<file path="src/mas_pkg.sv">
// shared constants, field layout and types of the monitor converter sequencer
package mas_pkg;
  localparam int CLK_PERIOD_NS   = 40;
  localparam int CLK_KHZ         = 1000000 / CLK_PERIOD_NS;
  localparam int MOD_RATE_KHZ    = 500;
  localparam int TICK_CYCLES_DEF = CLK_KHZ / MOD_RATE_KHZ;
  localparam int RECOVER_NS      = 40000;
  localparam int RECOVER_CYCLES  = (RECOVER_NS + CLK_PERIOD_NS - 1) / CLK_PERIOD_NS;
  localparam int CT_US [8]       = '{140, 204, 332, 588, 1100, 2116, 4156, 8244};
  // register byte offsets
  localparam logic [7:0] ADR_SETUP  = 8'h00;
  localparam logic [7:0] ADR_MASK   = 8'h04;
  localparam logic [7:0] ADR_VSTAT  = 8'h08;
  localparam logic [7:0] ADR_COMM   = 8'h0C;
  localparam logic [7:0] ADR_OC_LIM = 8'h10;
  localparam logic [7:0] ADR_OP_LIM = 8'h14;
  localparam logic [7:0] ADR_UV_LIM = 8'h18;
  localparam logic [7:0] ADR_OV_LIM = 8'h1C;
  localparam logic [7:0] ADR_WARN   = 8'h20;
  localparam logic [7:0] ADR_SHUNT  = 8'h24;
  localparam logic [7:0] ADR_BUS    = 8'h28;
  localparam logic [7:0] ADR_CURR   = 8'h2C;
  localparam logic [7:0] ADR_POWER  = 8'h30;
  localparam logic [7:0] ADR_STATE  = 8'h34;
  // converter_setup fields
  localparam int MODE_LSB = 0;
  localparam int SCT_LSB  = 3;
  localparam int BCT_LSB  = 6;
  localparam int AVG_LSB  = 9;
  localparam logic [11:0] SETUP_RST = 12'h127;
  // alert_source_mask bits
  localparam int SRC_OC   = 0;
  localparam int SRC_OP   = 1;
  localparam int SRC_UV   = 2;
  localparam int SRC_OV   = 3;
  localparam int SRC_COMM = 4;
  localparam int SRC_OVF  = 5;
  localparam int SRC_RDY  = 6;
  localparam logic [6:0]  MASK_RST   = 7'h3F;
  localparam logic [15:0] HI_LIM_RST = 16'h7FF0;
  localparam logic [15:0] LO_LIM_RST = 16'h8000;
  localparam logic [15:0] FS_POS     = 16'h7FFF;
  localparam logic [15:0] FS_NEG     = 16'h8000;

  typedef enum logic [2:0] {ST_IDLE, ST_WAKE, ST_LAUNCH, ST_SHUNT, ST_BUS, ST_ACC, ST_UPDATE} mas_state_type;

  function automatic logic [12:0] mas_ct_ticks(input logic [2:0] code);
    mas_ct_ticks = 13'(CT_US[code] * MOD_RATE_KHZ / 1000);
  endfunction

  function automatic logic [3:0] mas_avg_shift(input logic [2:0] code);
    logic [3:0] s;
    s = 4'h0;
    unique case (code)
      3'h0: s = 4'h0;
      3'h1: s = 4'h2;
      3'h2: s = 4'h4;
      3'h3: s = 4'h6;
      3'h4: s = 4'h7;
      3'h5: s = 4'h8;
      3'h6: s = 4'h9;
      3'h7: s = 4'hA;
    endcase
    mas_avg_shift = s;
  endfunction
endpackage

</file>
<file path="src/mas_conv_if.sv">
// handshake between the sequencer and the conversion period timer
`timescale 1ns/1ns
interface mas_conv_if;
  logic       start;
  logic [2:0] ct_code;
  logic       done;
  modport seq (output start, output ct_code, input done);
  modport tmr (input start, input ct_code, output done);
endinterface

</file>
<file path="src/mas_top.sv">
// converter sequencer, averaging, warnings and alert with a wishbone register file
`timescale 1ns/1ns
module mas_top
  import mas_pkg::*;
#(
  parameter int TICK_CYCLES = TICK_CYCLES_DEF
) (
  // clock and reset
  input  wire logic        sys_clk,
  input  wire logic        srst,
  // wishbone slave
  input  wire logic        wb_cyc_i,
  input  wire logic        wb_stb_i,
  input  wire logic        wb_we_i,
  input  wire logic [7:0]  wb_adr_i,
  input  wire logic [3:0]  wb_sel_i,
  input  wire logic [31:0] wb_dat_i,
  output logic      [31:0] wb_dat_o,
  output logic             wb_ack_o,
  // converter front end and serial engine
  input  wire logic [15:0] shunt_sample,
  input  wire logic [15:0] bus_sample,
  input  wire logic        comm_fault,
  // open-drain alert pin
  input  wire logic        alert_in,
  output logic             alert_out,
  output logic             alert_oe
);
  mas_conv_if cv();
  mas_conv_timer #(.TICK_CYCLES(TICK_CYCLES)) u_timer (.sys_clk(sys_clk), .srst(srst), .cv(cv));

  mas_state_type state_reg, state_next;
  logic [11:0] setup_reg;
  logic [6:0]  mask_reg;
  logic [15:0] oc_lim_reg, op_lim_reg, uv_lim_reg, ov_lim_reg;
  logic [3:0]  warn_reg;
  logic        comm_reg, ovf_reg, ready_reg, asleep_reg, alert_reg, ack_reg;
  logic [31:0] dat_reg;
  logic [15:0] sh_reg, bu_reg, cu_reg, pw_reg;
  logic [15:0] res_sh_reg, res_bu_reg, res_cu_reg, res_pw_reg;
  logic [26:0] acc_sh_reg, acc_bu_reg, acc_cu_reg, acc_pw_reg;
  logic [10:0] cnt_reg;
  logic [9:0]  wake_reg;
  logic        start_reg;

  // bus decode
  wire        req      = wb_cyc_i && wb_stb_i;
  wire        acc_edge = req && ack_reg;
  wire        wr       = acc_edge && wb_we_i && (&wb_sel_i[1:0]);
  wire        rd       = acc_edge && !wb_we_i;
  wire        wr_setup = wr && (wb_adr_i == ADR_SETUP);
  wire [2:0]  new_mode = wb_dat_i[MODE_LSB +: 3];
  wire        new_pd   = (new_mode[1:0] == 2'b00);
  wire        wr_act   = wr_setup && !new_pd;
  wire        rd_mask  = rd && (wb_adr_i == ADR_MASK);
  wire        wr_vstat = wr && (wb_adr_i == ADR_VSTAT);
  wire        wr_comm  = wr && (wb_adr_i == ADR_COMM);
  wire        wr_warn  = wr && (wb_adr_i == ADR_WARN);

  // mode and setup fields
  wire [2:0]  mode   = setup_reg[MODE_LSB +: 3];
  wire        do_sh  = mode[0];
  wire        do_bu  = mode[1];
  wire        cont   = mode[2];
  wire        pd     = (mode[1:0] == 2'b00);
  wire [3:0]  shamt  = mas_avg_shift(setup_reg[AVG_LSB +: 3]);
  wire [10:0] avg_n  = 11'(1 << shamt);
  wire        cnt_last = (cnt_reg + 11'h1 == avg_n);

  // measurement arithmetic
  wire signed [31:0] prod   = $signed(cu_reg) * $signed(bus_sample);
  wire        sh_fs  = (shunt_sample == FS_POS) || (shunt_sample == FS_NEG);
  wire        bu_fs  = (bus_sample == FS_POS) || (bus_sample == FS_NEG);
  wire        sh_done = (state_reg == ST_SHUNT) && cv.done && !start_reg;
  wire        bu_done = (state_reg == ST_BUS) && cv.done && !start_reg;
  wire        ovf_evt = (sh_done && sh_fs) || (bu_done && bu_fs);
  wire [15:0] avg_sh = 16'($signed(acc_sh_reg) >>> shamt);
  wire [15:0] avg_bu = 16'($signed(acc_bu_reg) >>> shamt);
  wire [15:0] avg_cu = 16'($signed(acc_cu_reg) >>> shamt);
  wire [15:0] avg_pw = 16'($signed(acc_pw_reg) >>> shamt);
  wire [3:0]  warn_hit;
  assign warn_hit[SRC_OC] = $signed(avg_cu[15:4]) > $signed(oc_lim_reg[15:4]);
  assign warn_hit[SRC_OP] = $signed(avg_pw[15:4]) > $signed(op_lim_reg[15:4]);
  assign warn_hit[SRC_UV] = $signed(avg_bu[15:4]) < $signed(uv_lim_reg[15:4]);
  assign warn_hit[SRC_OV] = $signed(avg_bu[15:4]) > $signed(ov_lim_reg[15:4]);
  wire        upd      = (state_reg == ST_UPDATE);
  wire [3:0]  warn_set = upd ? warn_hit : 4'h0;
  wire [6:0]  src_vec  = {ready_reg, ovf_reg, comm_reg, warn_reg};
  wire        alert_next = |(src_vec & mask_reg);

  // sequencer
  always_comb begin
    state_next = state_reg;
    unique case (state_reg)
      ST_IDLE:   state_next = ST_IDLE;
      ST_WAKE:   state_next = (wake_reg == 10'(RECOVER_CYCLES - 1)) ? ST_LAUNCH : ST_WAKE;
      ST_LAUNCH: state_next = do_sh ? ST_SHUNT : ST_BUS;
      ST_SHUNT:  state_next = !sh_done ? ST_SHUNT : (do_bu ? ST_BUS : ST_ACC);
      ST_BUS:    state_next = bu_done ? ST_ACC : ST_BUS;
      ST_ACC:    state_next = cnt_last ? ST_UPDATE : ST_LAUNCH;
      ST_UPDATE: state_next = cont ? ST_LAUNCH : ST_IDLE;
    endcase
    if (wr_setup) begin
      state_next = new_pd ? ST_IDLE : ((asleep_reg || state_reg == ST_WAKE) ? ST_WAKE : ST_LAUNCH);
    end
  end
  wire start_next = (state_next == ST_SHUNT || state_next == ST_BUS)
                    && (state_reg != state_next || wr_setup);

  always_ff @(posedge sys_clk) begin
    if (srst) begin
      state_reg  <= ST_LAUNCH;
      start_reg  <= 1'b0;
      asleep_reg <= 1'b0;
      wake_reg   <= 10'h000;
    end else begin
      state_reg  <= state_next;
      start_reg  <= start_next;
      asleep_reg <= wr_setup ? new_pd : asleep_reg;
      wake_reg   <= (state_reg == ST_WAKE && !wr_setup) ? wake_reg + 10'h001 : 10'h000;
    end
  end
  assign cv.start   = start_reg;
  assign cv.ct_code = (state_reg == ST_BUS) ? setup_reg[BCT_LSB +: 3] : setup_reg[SCT_LSB +: 3];

  // samples, current and power
  always_ff @(posedge sys_clk) begin
    if (srst) begin
      sh_reg <= 16'h0000;
      bu_reg <= 16'h0000;
      cu_reg <= 16'h0000;
      pw_reg <= 16'h0000;
    end else if (sh_done) begin
      sh_reg <= shunt_sample;
      cu_reg <= shunt_sample;
    end else if (bu_done) begin
      bu_reg <= bus_sample;
      pw_reg <= prod[30:15];
    end
  end

  // accumulators and averaged outputs
  always_ff @(posedge sys_clk) begin
    if (srst || wr_setup || upd) begin
      acc_sh_reg <= 27'h0;
      acc_bu_reg <= 27'h0;
      acc_cu_reg <= 27'h0;
      acc_pw_reg <= 27'h0;
      cnt_reg    <= 11'h000;
    end else if (state_reg == ST_ACC) begin
      acc_sh_reg <= acc_sh_reg + 27'($signed(sh_reg));
      acc_bu_reg <= acc_bu_reg + 27'($signed(bu_reg));
      acc_cu_reg <= acc_cu_reg + 27'($signed(cu_reg));
      acc_pw_reg <= acc_pw_reg + 27'($signed(pw_reg));
      cnt_reg    <= cnt_last ? cnt_reg : cnt_reg + 11'h1;
    end
  end

  always_ff @(posedge sys_clk) begin
    if (srst) begin
      res_sh_reg <= 16'h0000;
      res_bu_reg <= 16'h0000;
      res_cu_reg <= 16'h0000;
      res_pw_reg <= 16'h0000;
    end else if (upd) begin
      res_sh_reg <= avg_sh;
      res_bu_reg <= avg_bu;
      res_cu_reg <= avg_cu;
      res_pw_reg <= avg_pw;
    end
  end

  // software registers and sticky flags, set wins over clear
  always_ff @(posedge sys_clk) begin
    if (srst) begin
      setup_reg  <= SETUP_RST;
      mask_reg   <= MASK_RST;
      oc_lim_reg <= HI_LIM_RST;
      op_lim_reg <= HI_LIM_RST;
      uv_lim_reg <= LO_LIM_RST;
      ov_lim_reg <= HI_LIM_RST;
      warn_reg   <= 4'h0;
      comm_reg   <= 1'b0;
      ovf_reg    <= 1'b0;
      ready_reg  <= 1'b0;
    end else begin
      if (wr_setup) setup_reg <= wb_dat_i[11:0];
      if (wr && wb_adr_i == ADR_MASK) mask_reg <= wb_dat_i[6:0];
      if (wr && wb_adr_i == ADR_OC_LIM) oc_lim_reg <= wb_dat_i[15:0];
      if (wr && wb_adr_i == ADR_OP_LIM) op_lim_reg <= wb_dat_i[15:0];
      if (wr && wb_adr_i == ADR_UV_LIM) uv_lim_reg <= wb_dat_i[15:0];
      if (wr && wb_adr_i == ADR_OV_LIM) ov_lim_reg <= wb_dat_i[15:0];
      warn_reg  <= warn_set | (warn_reg & ~(wr_warn ? wb_dat_i[3:0] : 4'h0));
      comm_reg  <= comm_fault | (comm_reg & !(wr_comm && wb_dat_i[0]));
      ovf_reg   <= ovf_evt | (ovf_reg & !(wr_vstat && wb_dat_i[1]));
      ready_reg <= upd | (ready_reg & !(wr_act || rd_mask));
    end
  end

  // read mux
  wire [31:0] rd_data =
    (wb_adr_i == ADR_SETUP)  ? {20'h0, setup_reg} :
    (wb_adr_i == ADR_MASK)   ? {25'h0, mask_reg} :
    (wb_adr_i == ADR_VSTAT)  ? {30'h0, ovf_reg, ready_reg} :
    (wb_adr_i == ADR_COMM)   ? {31'h0, comm_reg} :
    (wb_adr_i == ADR_OC_LIM) ? {16'h0, oc_lim_reg} :
    (wb_adr_i == ADR_OP_LIM) ? {16'h0, op_lim_reg} :
    (wb_adr_i == ADR_UV_LIM) ? {16'h0, uv_lim_reg} :
    (wb_adr_i == ADR_OV_LIM) ? {16'h0, ov_lim_reg} :
    (wb_adr_i == ADR_WARN)   ? {28'h0, warn_reg} :
    (wb_adr_i == ADR_SHUNT)  ? {16'h0, res_sh_reg} :
    (wb_adr_i == ADR_BUS)    ? {16'h0, res_bu_reg} :
    (wb_adr_i == ADR_CURR)   ? {16'h0, res_cu_reg} :
    (wb_adr_i == ADR_POWER)  ? {16'h0, res_pw_reg} :
    (wb_adr_i == ADR_STATE)  ? {29'h0, alert_in, state_reg == ST_WAKE, asleep_reg} :
    32'h0000_0000;

  always_ff @(posedge sys_clk) begin
    if (srst) begin
      ack_reg   <= 1'b0;
      dat_reg   <= 32'h0000_0000;
      alert_reg <= 1'b0;
    end else begin
      ack_reg   <= req && !ack_reg;
      dat_reg   <= (req && !ack_reg) ? rd_data : dat_reg;
      alert_reg <= alert_next;
    end
  end
  assign wb_ack_o  = ack_reg;
  assign wb_dat_o  = dat_reg;
  assign alert_oe  = alert_reg;
  assign alert_out = 1'b0;

  // assertions
  property p_alert;
    @(posedge sys_clk) disable iff (srst) (|(src_vec & mask_reg)) |=> alert_oe;
  endproperty
  a_alert: assert property (p_alert) else $error("alert not driven for enabled source");
  property p_release;
    @(posedge sys_clk) disable iff (srst) ((src_vec & mask_reg) == 7'h00) |=> !alert_oe;
  endproperty
  a_release: assert property (p_release) else $error("alert held with no active source");
  property p_comm;
    @(posedge sys_clk) disable iff (srst) comm_fault |=> comm_reg;
  endproperty
  a_comm: assert property (p_comm) else $error("communication fault lost");
  property p_ready;
    @(posedge sys_clk) disable iff (srst) upd |=> ready_reg && res_sh_reg == $past(avg_sh);
  endproperty
  a_ready: assert property (p_ready) else $error("ready or result missing after update");
  property p_ready_clr;
    @(posedge sys_clk) disable iff (srst) (wr_act || rd_mask) && !upd |=> !ready_reg;
  endproperty
  a_ready_clr: assert property (p_ready_clr) else $error("ready not cleared");
  property p_hold;
    @(posedge sys_clk) disable iff (srst) !$stable(res_cu_reg) |-> $past(state_reg) == ST_UPDATE;
  endproperty
  a_hold: assert property (p_hold) else $error("output changed outside update");
  property p_single;
    @(posedge sys_clk) disable iff (srst) upd && !cont && !wr_setup |=> state_reg == ST_IDLE ##1 !cv.start;
  endproperty
  a_single: assert property (p_single) else $error("triggered mode ran more than one set");
  property p_pd;
    @(posedge sys_clk) disable iff (srst) state_reg == ST_IDLE && !wr_act |=> state_reg == ST_IDLE && !cv.start;
  endproperty
  a_pd: assert property (p_pd) else $error("converter left idle without active write");
  property p_wake;
    @(posedge sys_clk) disable iff (srst) wr_act && asleep_reg ##1 !wr_setup [*8] |-> state_reg == ST_WAKE;
  endproperty
  a_wake: assert property (p_wake) else $error("no recovery wait after power-down");
  property p_power;
    @(posedge sys_clk) disable iff (srst) bu_done |=> pw_reg == $past(prod[30:15]) && state_reg == ST_ACC;
  endproperty
  a_power: assert property (p_power) else $error("power not taken after bus reading");
  c_update: cover property (@(posedge sys_clk) disable iff (srst) upd);
  c_alert:  cover property (@(posedge sys_clk) disable iff (srst) $rose(alert_oe));
  c_wake:   cover property (@(posedge sys_clk) disable iff (srst) state_reg == ST_WAKE ##1 state_reg == ST_LAUNCH);
endmodule // mas_top

</file>
<file path="src/mas_conv_timer.sv">
// conversion period timer counting modulator ticks
`timescale 1ns/1ns
module mas_conv_timer
  import mas_pkg::*;
#(
  parameter int TICK_CYCLES = TICK_CYCLES_DEF
) (
  // clock and reset
  input wire logic sys_clk,
  input wire logic srst,
  // sequencer side
  mas_conv_if.tmr  cv
);
  logic [15:0] pre_reg;
  logic [12:0] tick_reg;
  logic [2:0]  code_reg;
  logic        run_reg;
  logic        done_reg;
  wire         tick_w = run_reg && (pre_reg == 16'(TICK_CYCLES - 1));
  wire         last_w = tick_w && (tick_reg == mas_ct_ticks(code_reg) - 13'h1);

  always_ff @(posedge sys_clk) begin
    if (srst || cv.start) begin
      pre_reg  <= 16'h0000;
      tick_reg <= 13'h0000;
    end else if (tick_w) begin
      pre_reg  <= 16'h0000;
      tick_reg <= tick_reg + 13'h1;
    end else if (run_reg) begin
      pre_reg  <= pre_reg + 16'h1;
    end
  end

  always_ff @(posedge sys_clk) begin
    if (srst) begin
      run_reg  <= 1'b0;
      done_reg <= 1'b0;
      code_reg <= 3'h0;
    end else begin
      run_reg  <= cv.start || (run_reg && !last_w);
      done_reg <= !cv.start && last_w;
      if (cv.start) begin
        code_reg <= cv.ct_code;
      end
    end
  end

  assign cv.done = done_reg;
endmodule // mas_conv_timer

</file>
<file path="config.mk">
export PLATFORM = sky130hd
export DESIGN_NAME = mas_top
export DESIGN_NICKNAME = d
export VERILOG_FILES = /design/src/mas_pkg.sv /design/src/mas_conv_if.sv /design/src/mas_top.sv /design/src/mas_conv_timer.sv
export SDC_FILE = /design/constraint.sdc
export NUM_CORES = 2
export LEC_CHECK = 0
export ABC_AREA = 1
export BUFFER_PORTS_ARGS = -buffer_cell sky130_fd_sc_hd__buf_2
export CORE_MARGIN = 5
export CORE_UTILIZATION = 40
export DETAILED_ROUTE_END_ITERATION = 8
export MAX_ROUTING_LAYER = met4
export PLACE_DENSITY = 0.55
export SETUP_SLACK_MARGIN = 0.5
export SKIP_CTS_REPAIR_TIMING = 1
export SLEW_MARGIN = 30
export SYNTH_ARGS = -nofsm -noshare
export SYNTH_HDL_FRONTEND = slang
export SYNTH_SLANG_ARGS = --single-unit
</file>
<file path="constraint.sdc">
create_clock -name sys_clk -period 15.3 [get_ports sys_clk]
set_input_delay 2.295 -clock sys_clk [delete_from_list [all_inputs] [get_ports sys_clk]]
set_output_delay 2.295 -clock sys_clk [all_outputs]
set_load 0.02 [all_outputs]
</file>
# [Yosys cells after proc, flatten, opt, wreduce, memory -nomap -nowiden]
# Memories as Yosys holds them, arrays and structs flattened. A register that Yosys moved wholly into a read port is not among the register bits.
# Index checks and enable logic that the tools add are counted.
[word_totals] mem_count=2 rom_bits=288 inputBits=83 ff_bits=404
[mem_list] name="(name not given)" words=8 width=32 read_ports=1 rd_ports_with_merged_regs=0 write_ports=0 line="mas_pkg.sv:48" rtl="mas_ct_ticks = 13'(CT_US[code] * MOD_RATE_KHZ / 1000);"
[mem_list] name="(name not given)" words=8 width=4 read_ports=1 rd_ports_with_merged_regs=1 write_ports=0 line="mas_pkg.sv:54" rtl="unique case (code)"
[op_classes] multipliers=2 eq_ne=30 n_lt_le_gt_ge=5 n_mux=32 n_reduce_logical=60 n_shift=5 bitwise=14 add_sub_neg=9 n_div=1
[ops] operator="$mux 16" n=13
[ops] operator="$add 27x27->27" n=4
[ops] operator="$sshr 27x4->16" n=4
[ops] operator="$mux 32" n=2
[ops] operator="$eq 8x6->1 const B" n=6
[ops] operator="$gt 12x12->1" n=3
[ops] operator="$div 32x11->32 const B" n=1
[ops] operator="$eq 16x15->1 const B" n=2
[ops] operator="$eq 16x16->1 const B" n=2
[ops] operator="$eq 8x5->1 const B" n=4
[ops] operator="$mul 32x8->30 const B" n=1
[ops] operator="$logic_and 1x1->1" n=31
[ops] operator="$mul 16x16->31" n=1
[ops] operator="$mux 3" n=8
[ops] operator="$pmux 3 s7" n=1
[ops] operator="$add 16x1->16 const B" n=1
[ops] operator="$eq 16x6->1 const B" n=1
[ops] operator="$eq 8x4->1 const B" n=2
[ops] operator="$add 13x1->13 const B" n=1
[ops] operator="$eq 13x13->1" n=1
[ops] operator="$sub 13x1->13 const B" n=1
[ops] operator="$eq 3x3->1 const B" n=4
[ops] operator="$lt 12x12->1" n=1
[ops] operator="$add 11x1->11 const B" n=1
[ops] operator="28 further kinds" n=62

# [Depth between registers and ports, before layout]
[depth] depth_word=15 depth_mapped=104 ltp_nobuf=101

# [Hierarchy]
# Synthesis repeated with hierarchy kept, for this count alone.
[unflattened] hier_cells=6520 hier_area_um2=43290.3
[by_module_without_submodules] module="mas_top" seq_area_each_um2=7166.9 cells_each=5158 area_per_inst_um2=35342.6 n_inst=1
[by_module_without_submodules] module="mas_conv_timer" seq_area_each_um2=680.7 cells_each=1362 area_per_inst_um2=7947.6 n_inst=1

# [Worst setup path before layout]
# No wires, ideal clock.
[synth_path] kind="reg2reg" startpoint="register u_timer.code_reg[1]" endpoint="register u_timer.run_reg" path_stages_with_launch=93 arrival_ns=10.978 period_less_slack_ns=11.092 setup_slack_ns=4.208 t_required_ns=15.186 cell_sequence="dfxtp_1 inv_1 nand2_1 inv_1 o21ai_1 ha_1 inv_1 fa_1 inv_1 fa_1 inv_1 fa_1 inv_1 ha_1 nand2_1 nor2_1 nor2_1 nor2_1 (+57 left out) nand2_1 nand2_1 nand2_2 nand2_2 nand3_2 buf_4 nand2_1 nand2_1 nor2_1 nand2_1 nor2_2 nand4_1 nor2_1 nor2_1 nor2_1 nand3_1 nand2_1 nand2_1"
[synth_via] elab_chain_cells=12
[synth_lines] item="start: declaration" line="mas_conv_timer.sv:16" rtl="logic [2:0] code_reg;"
[synth_lines] item="start signal: assignment" line="mas_conv_timer.sv:43" rtl="code_reg <= cv.ct_code;"
[synth_lines] item="$not 3->4 (not written as such)" line="mas_pkg.sv:48"
[synth_lines] item="$mem_v2 8x32"
[synth_lines] item="$mux 32 (not written as such) (2 in series)" line="mas_pkg.sv:48"
[synth_lines] item="$mul 32x8->30" line="mas_pkg.sv:48"
[synth_lines] item="$div 32x11->32" line="mas_pkg.sv:48"
[synth_lines] item="$sub 13x1->13" line="mas_conv_timer.sv:20" rtl="wire last_w = tick_w && (tick_reg == mas_ct_ticks(code_reg) - 13'h1);"
[synth_lines] item="$eq 13x13->1" line="mas_conv_timer.sv:20"
[synth_lines] item="$logic_and 1x1->1" line="mas_conv_timer.sv:20"
[synth_lines] item="$logic_not 1->1" line="mas_conv_timer.sv:40" rtl="run_reg <= cv.start || (run_reg && !last_w);"
[synth_lines] item="$logic_and 1x1->1" line="mas_conv_timer.sv:40"
[synth_lines] item="$logic_or 1x1->1" line="mas_conv_timer.sv:40"
[synth_lines] item="end signal: assignment" line="mas_conv_timer.sv:40"
[synth_lines] item="end: declaration" line="mas_conv_timer.sv:17" rtl="logic run_reg;"
# Every way passes these cells. The select of a mux whose other input is x is not followed.
# A chain may end at the register's enable or synchronous reset.

# [Worst setup path in the final report]
[layout_path] startpoint="register u_timer.code_reg[2]" endpoint="register u_timer.run_reg"
# The elaborated chain is that of the path after synthesis.

==> impl_metrics.json <==
{
  "yosysWarningCount": 0,
  "cts_root_buf": "clkbuf_16",
  "gp_congestion": 0.913,
  "grt_pass1_vias": 35700,
  "power_density_mw_per_mm2": 90.4,
  "cts_buffers": 47,
  "dpl_cell_area_mm2": 0.0417,
  "synth_ff_type": "dfxtp_1",
  "post-route-util_pct": 43.5,
  "cts_tree": "yes",
  "hold_violations": 0,
  "num_vias": 37000,
  "num-fill-cells": 10500,
  "fp.dieH_um": 327,
  "yosysTopAreaCellShare_pct": 19.5,
  "grt_overflow_total": 0,
  "dieArea_mm2": 0.107,
  "crit_path_max_fanout": 20,
  "layout-drive-gt1-share_pct": 7.32,
  "synth_top_cell_by_area": "dfxtp_1",
  "hp-class": "flop to flop",
  "routedWlPerCell_um": 17.3,
  "fin_nets": 6422,
  "vias_per_cell": 5.21,
  "dr.pass1.iters": 5,
  "status": "completed",
  "dp_hpwl_um": 93700,
  "syn_to_final_growth_pct": 8.04,
  "yosysUniqueCellTypes": 69,
  "critical-path-slowest-cell": "dfxtp_1",
  "crit_required_ns": 15.80,
  "cpPeakStageDelay_ns": 0.65,
  "grt_max_degree": 102,
  "drv_cap": 0,
  "max-clock-path-buffers": 3,
  "path_clk_slew_ns": 0.06,
  "syn_avg_cell_area_um2": 6.91,
  "core_mm2": 0.100,
  "cp_common_cell": "nand2_1",
  "leakage_uw": 0.0219,
  "finalInstanceArea_mm2": 0.0435,
  "grt_use_total_pct": 23.3,
  "max_slew.worst_pin.slew_ns": 0.995,
  "worstSetupPathType": "flop to flop",
  "pin_count": 118,
  "drtAntennaViolNets": 0,
  "synth_edf_count": 0,
  "start_util_pct": 40.3,
  "crit_path_start_kind": "flop",
  "syn-cell-area_mm2": 0.0403,
  "numPortBuffers": 82,
  "antenna_found_initial": 1,
  "clock_latency_ns": 0.63,
  "rsz0062_at_grt": "false",
  "yosysMostFrequentCell": "nand2_1",
  "placedCellCount": 7015,
  "ys_ff_latch": 392,
  "async_flop_share_pct": 0,
  "clkSinkCount": 392,
  "skew_ns": 0.0719,
  "grt_pass1_wl_um": 198000,
  "finalNonFillerCells": 7104,
  "rows": 116,
  "synth.area.top_cells": "dfxtp_1, fa_1, nand2_1",
  "vdd_ir_drop_max_v": 0.0000951,
  "drtIter0Drc": 2641,
  "setup_tns_ns": 0,
  "dieWidth_um": 327,
  "worstPathArrival_ns": 13.88,
  "slew_viol_final": 0,
  "htree_levels": 2,
  "max_clock_freq_mhz": 74.7,
  "synth_common_cells": "nand2_1, inv_1, o21ai_0, a21oi_1, dfxtp_1",
  "min_period_ns": 13.38,
  "slew_headroom_pct": 33.6,
  "ys_seq_area_share_pct": 19.5,
  "cp-end-kind": "flop",
  "synthCells": 5826,
  "wl_um": 123000,
  "finalSetupViolCount": 0,
  "drc": 0,
  "period_share_pct": 87.4
}
routing by layer:
layer  global-route usage (%)  part of all wire (%)
met3                     2.17                   4.7
met4                     4.13                   1.7
met5                        -                     0
met1                     32.2                    48
met2                     37.9                    46
worst max-delay path, delay by kind of cell, from the launching register on:
family	cells	cell delay, ns
simple gates	66	8.57
fa+ha+maj	6	2.10
buf+inv	11	1.18
flops	1	0.65
compound gates	2	0.49
xor+xnor	2	0.24
report_power, final:
group	total, µW	internal, µW	leakage, µW	switching [µW]
Clock	1250	754	0.000835	496
Combinational	1650	540	0.0179	1110
Sequential	1030	1030	0.00316	6.41
Total	3930	2320	0.0219	1610
through the flow:
| stage | hold WS, ns | setup slack, ns | power, µW |
|---|---|---|---|
| floorplan | 0.425 | 4.21 | 2400 |
| global placement | 0.442 | 1.35 | 2680 |
| detailed placement | 0.442 | 1.25 | 2690 |
| CTS | 0.454 | 1.28 | 3950 |
| global route | 0.486 | 0.527 | 4240 |
| finish | 0.455 | 1.92 | 3930 |
layout make-up:
type                    count  area, µm²  share of cell area [%]
well taps                1298       1620                    3.73
clock inverters            20        354                   0.814
multi-input cells        4108      27400                    62.9
diodes                      1       2.50                 0.00575
repair buffers            144        910                    2.09
inverters                1074       4040                    9.29
clock buffers              67       1350                    3.11
flip-flops and latches    392       7860                    18.1
path summary, 6_finish.rpt:
kind                                           from  cells after the start  slack [ns]              end
worst min-delay path                  oc_lim_reg[0]                      2        0.45    oc_lim_reg[0]
worst max-delay path            u_timer.code_reg[2]                     87        1.92  u_timer.run_reg
worst max register to register  u_timer.code_reg[2]                     87        1.92  u_timer.run_reg
worst min register to register        oc_lim_reg[0]                      2        0.45    oc_lim_reg[0]
cell usage in the layout, fill, tap and decap left out, types with 14 or more instances in the layout:
master and instances:
nor2_2 14, dfxtp_1 387, xor2_1 116, o211ai_1 72
o221ai_1 23, nand4_1 81, nand3_2 22, inv_1 1033
buf_2 82, o21bai_1 38, conb_1 21, a211oi_1 29
xnor2_1 53, buf_4 58, or2_2 38, ha_1 289
a21oi_1 434, nor2_1 388, fa_1 282, nand2_1 1148
nand2_2 37, inv_2 26, nand3_1 154, clkbuf_16 47
nor3_1 47, a221oi_1 17, mux2i_1 32, o21ai_0 588
a31oi_1 20
cell families (layout without fill, tap and decap cells):
logic type      Yosys count  after routing  share of synthesized area (%)
simple gates           2004           2004                           21.9
buf+inv                1345           1305                           12.9
compound gates         1310           1310                           18.2
fa+ha+maj               572            572                           23.0
flops                   392            392                           19.5
xor+xnor                169            169                           3.68
mux                      32             32                          0.796
other cells               2             22                         0.0187
Note: power is estimated with default switching activity, not from simulation.
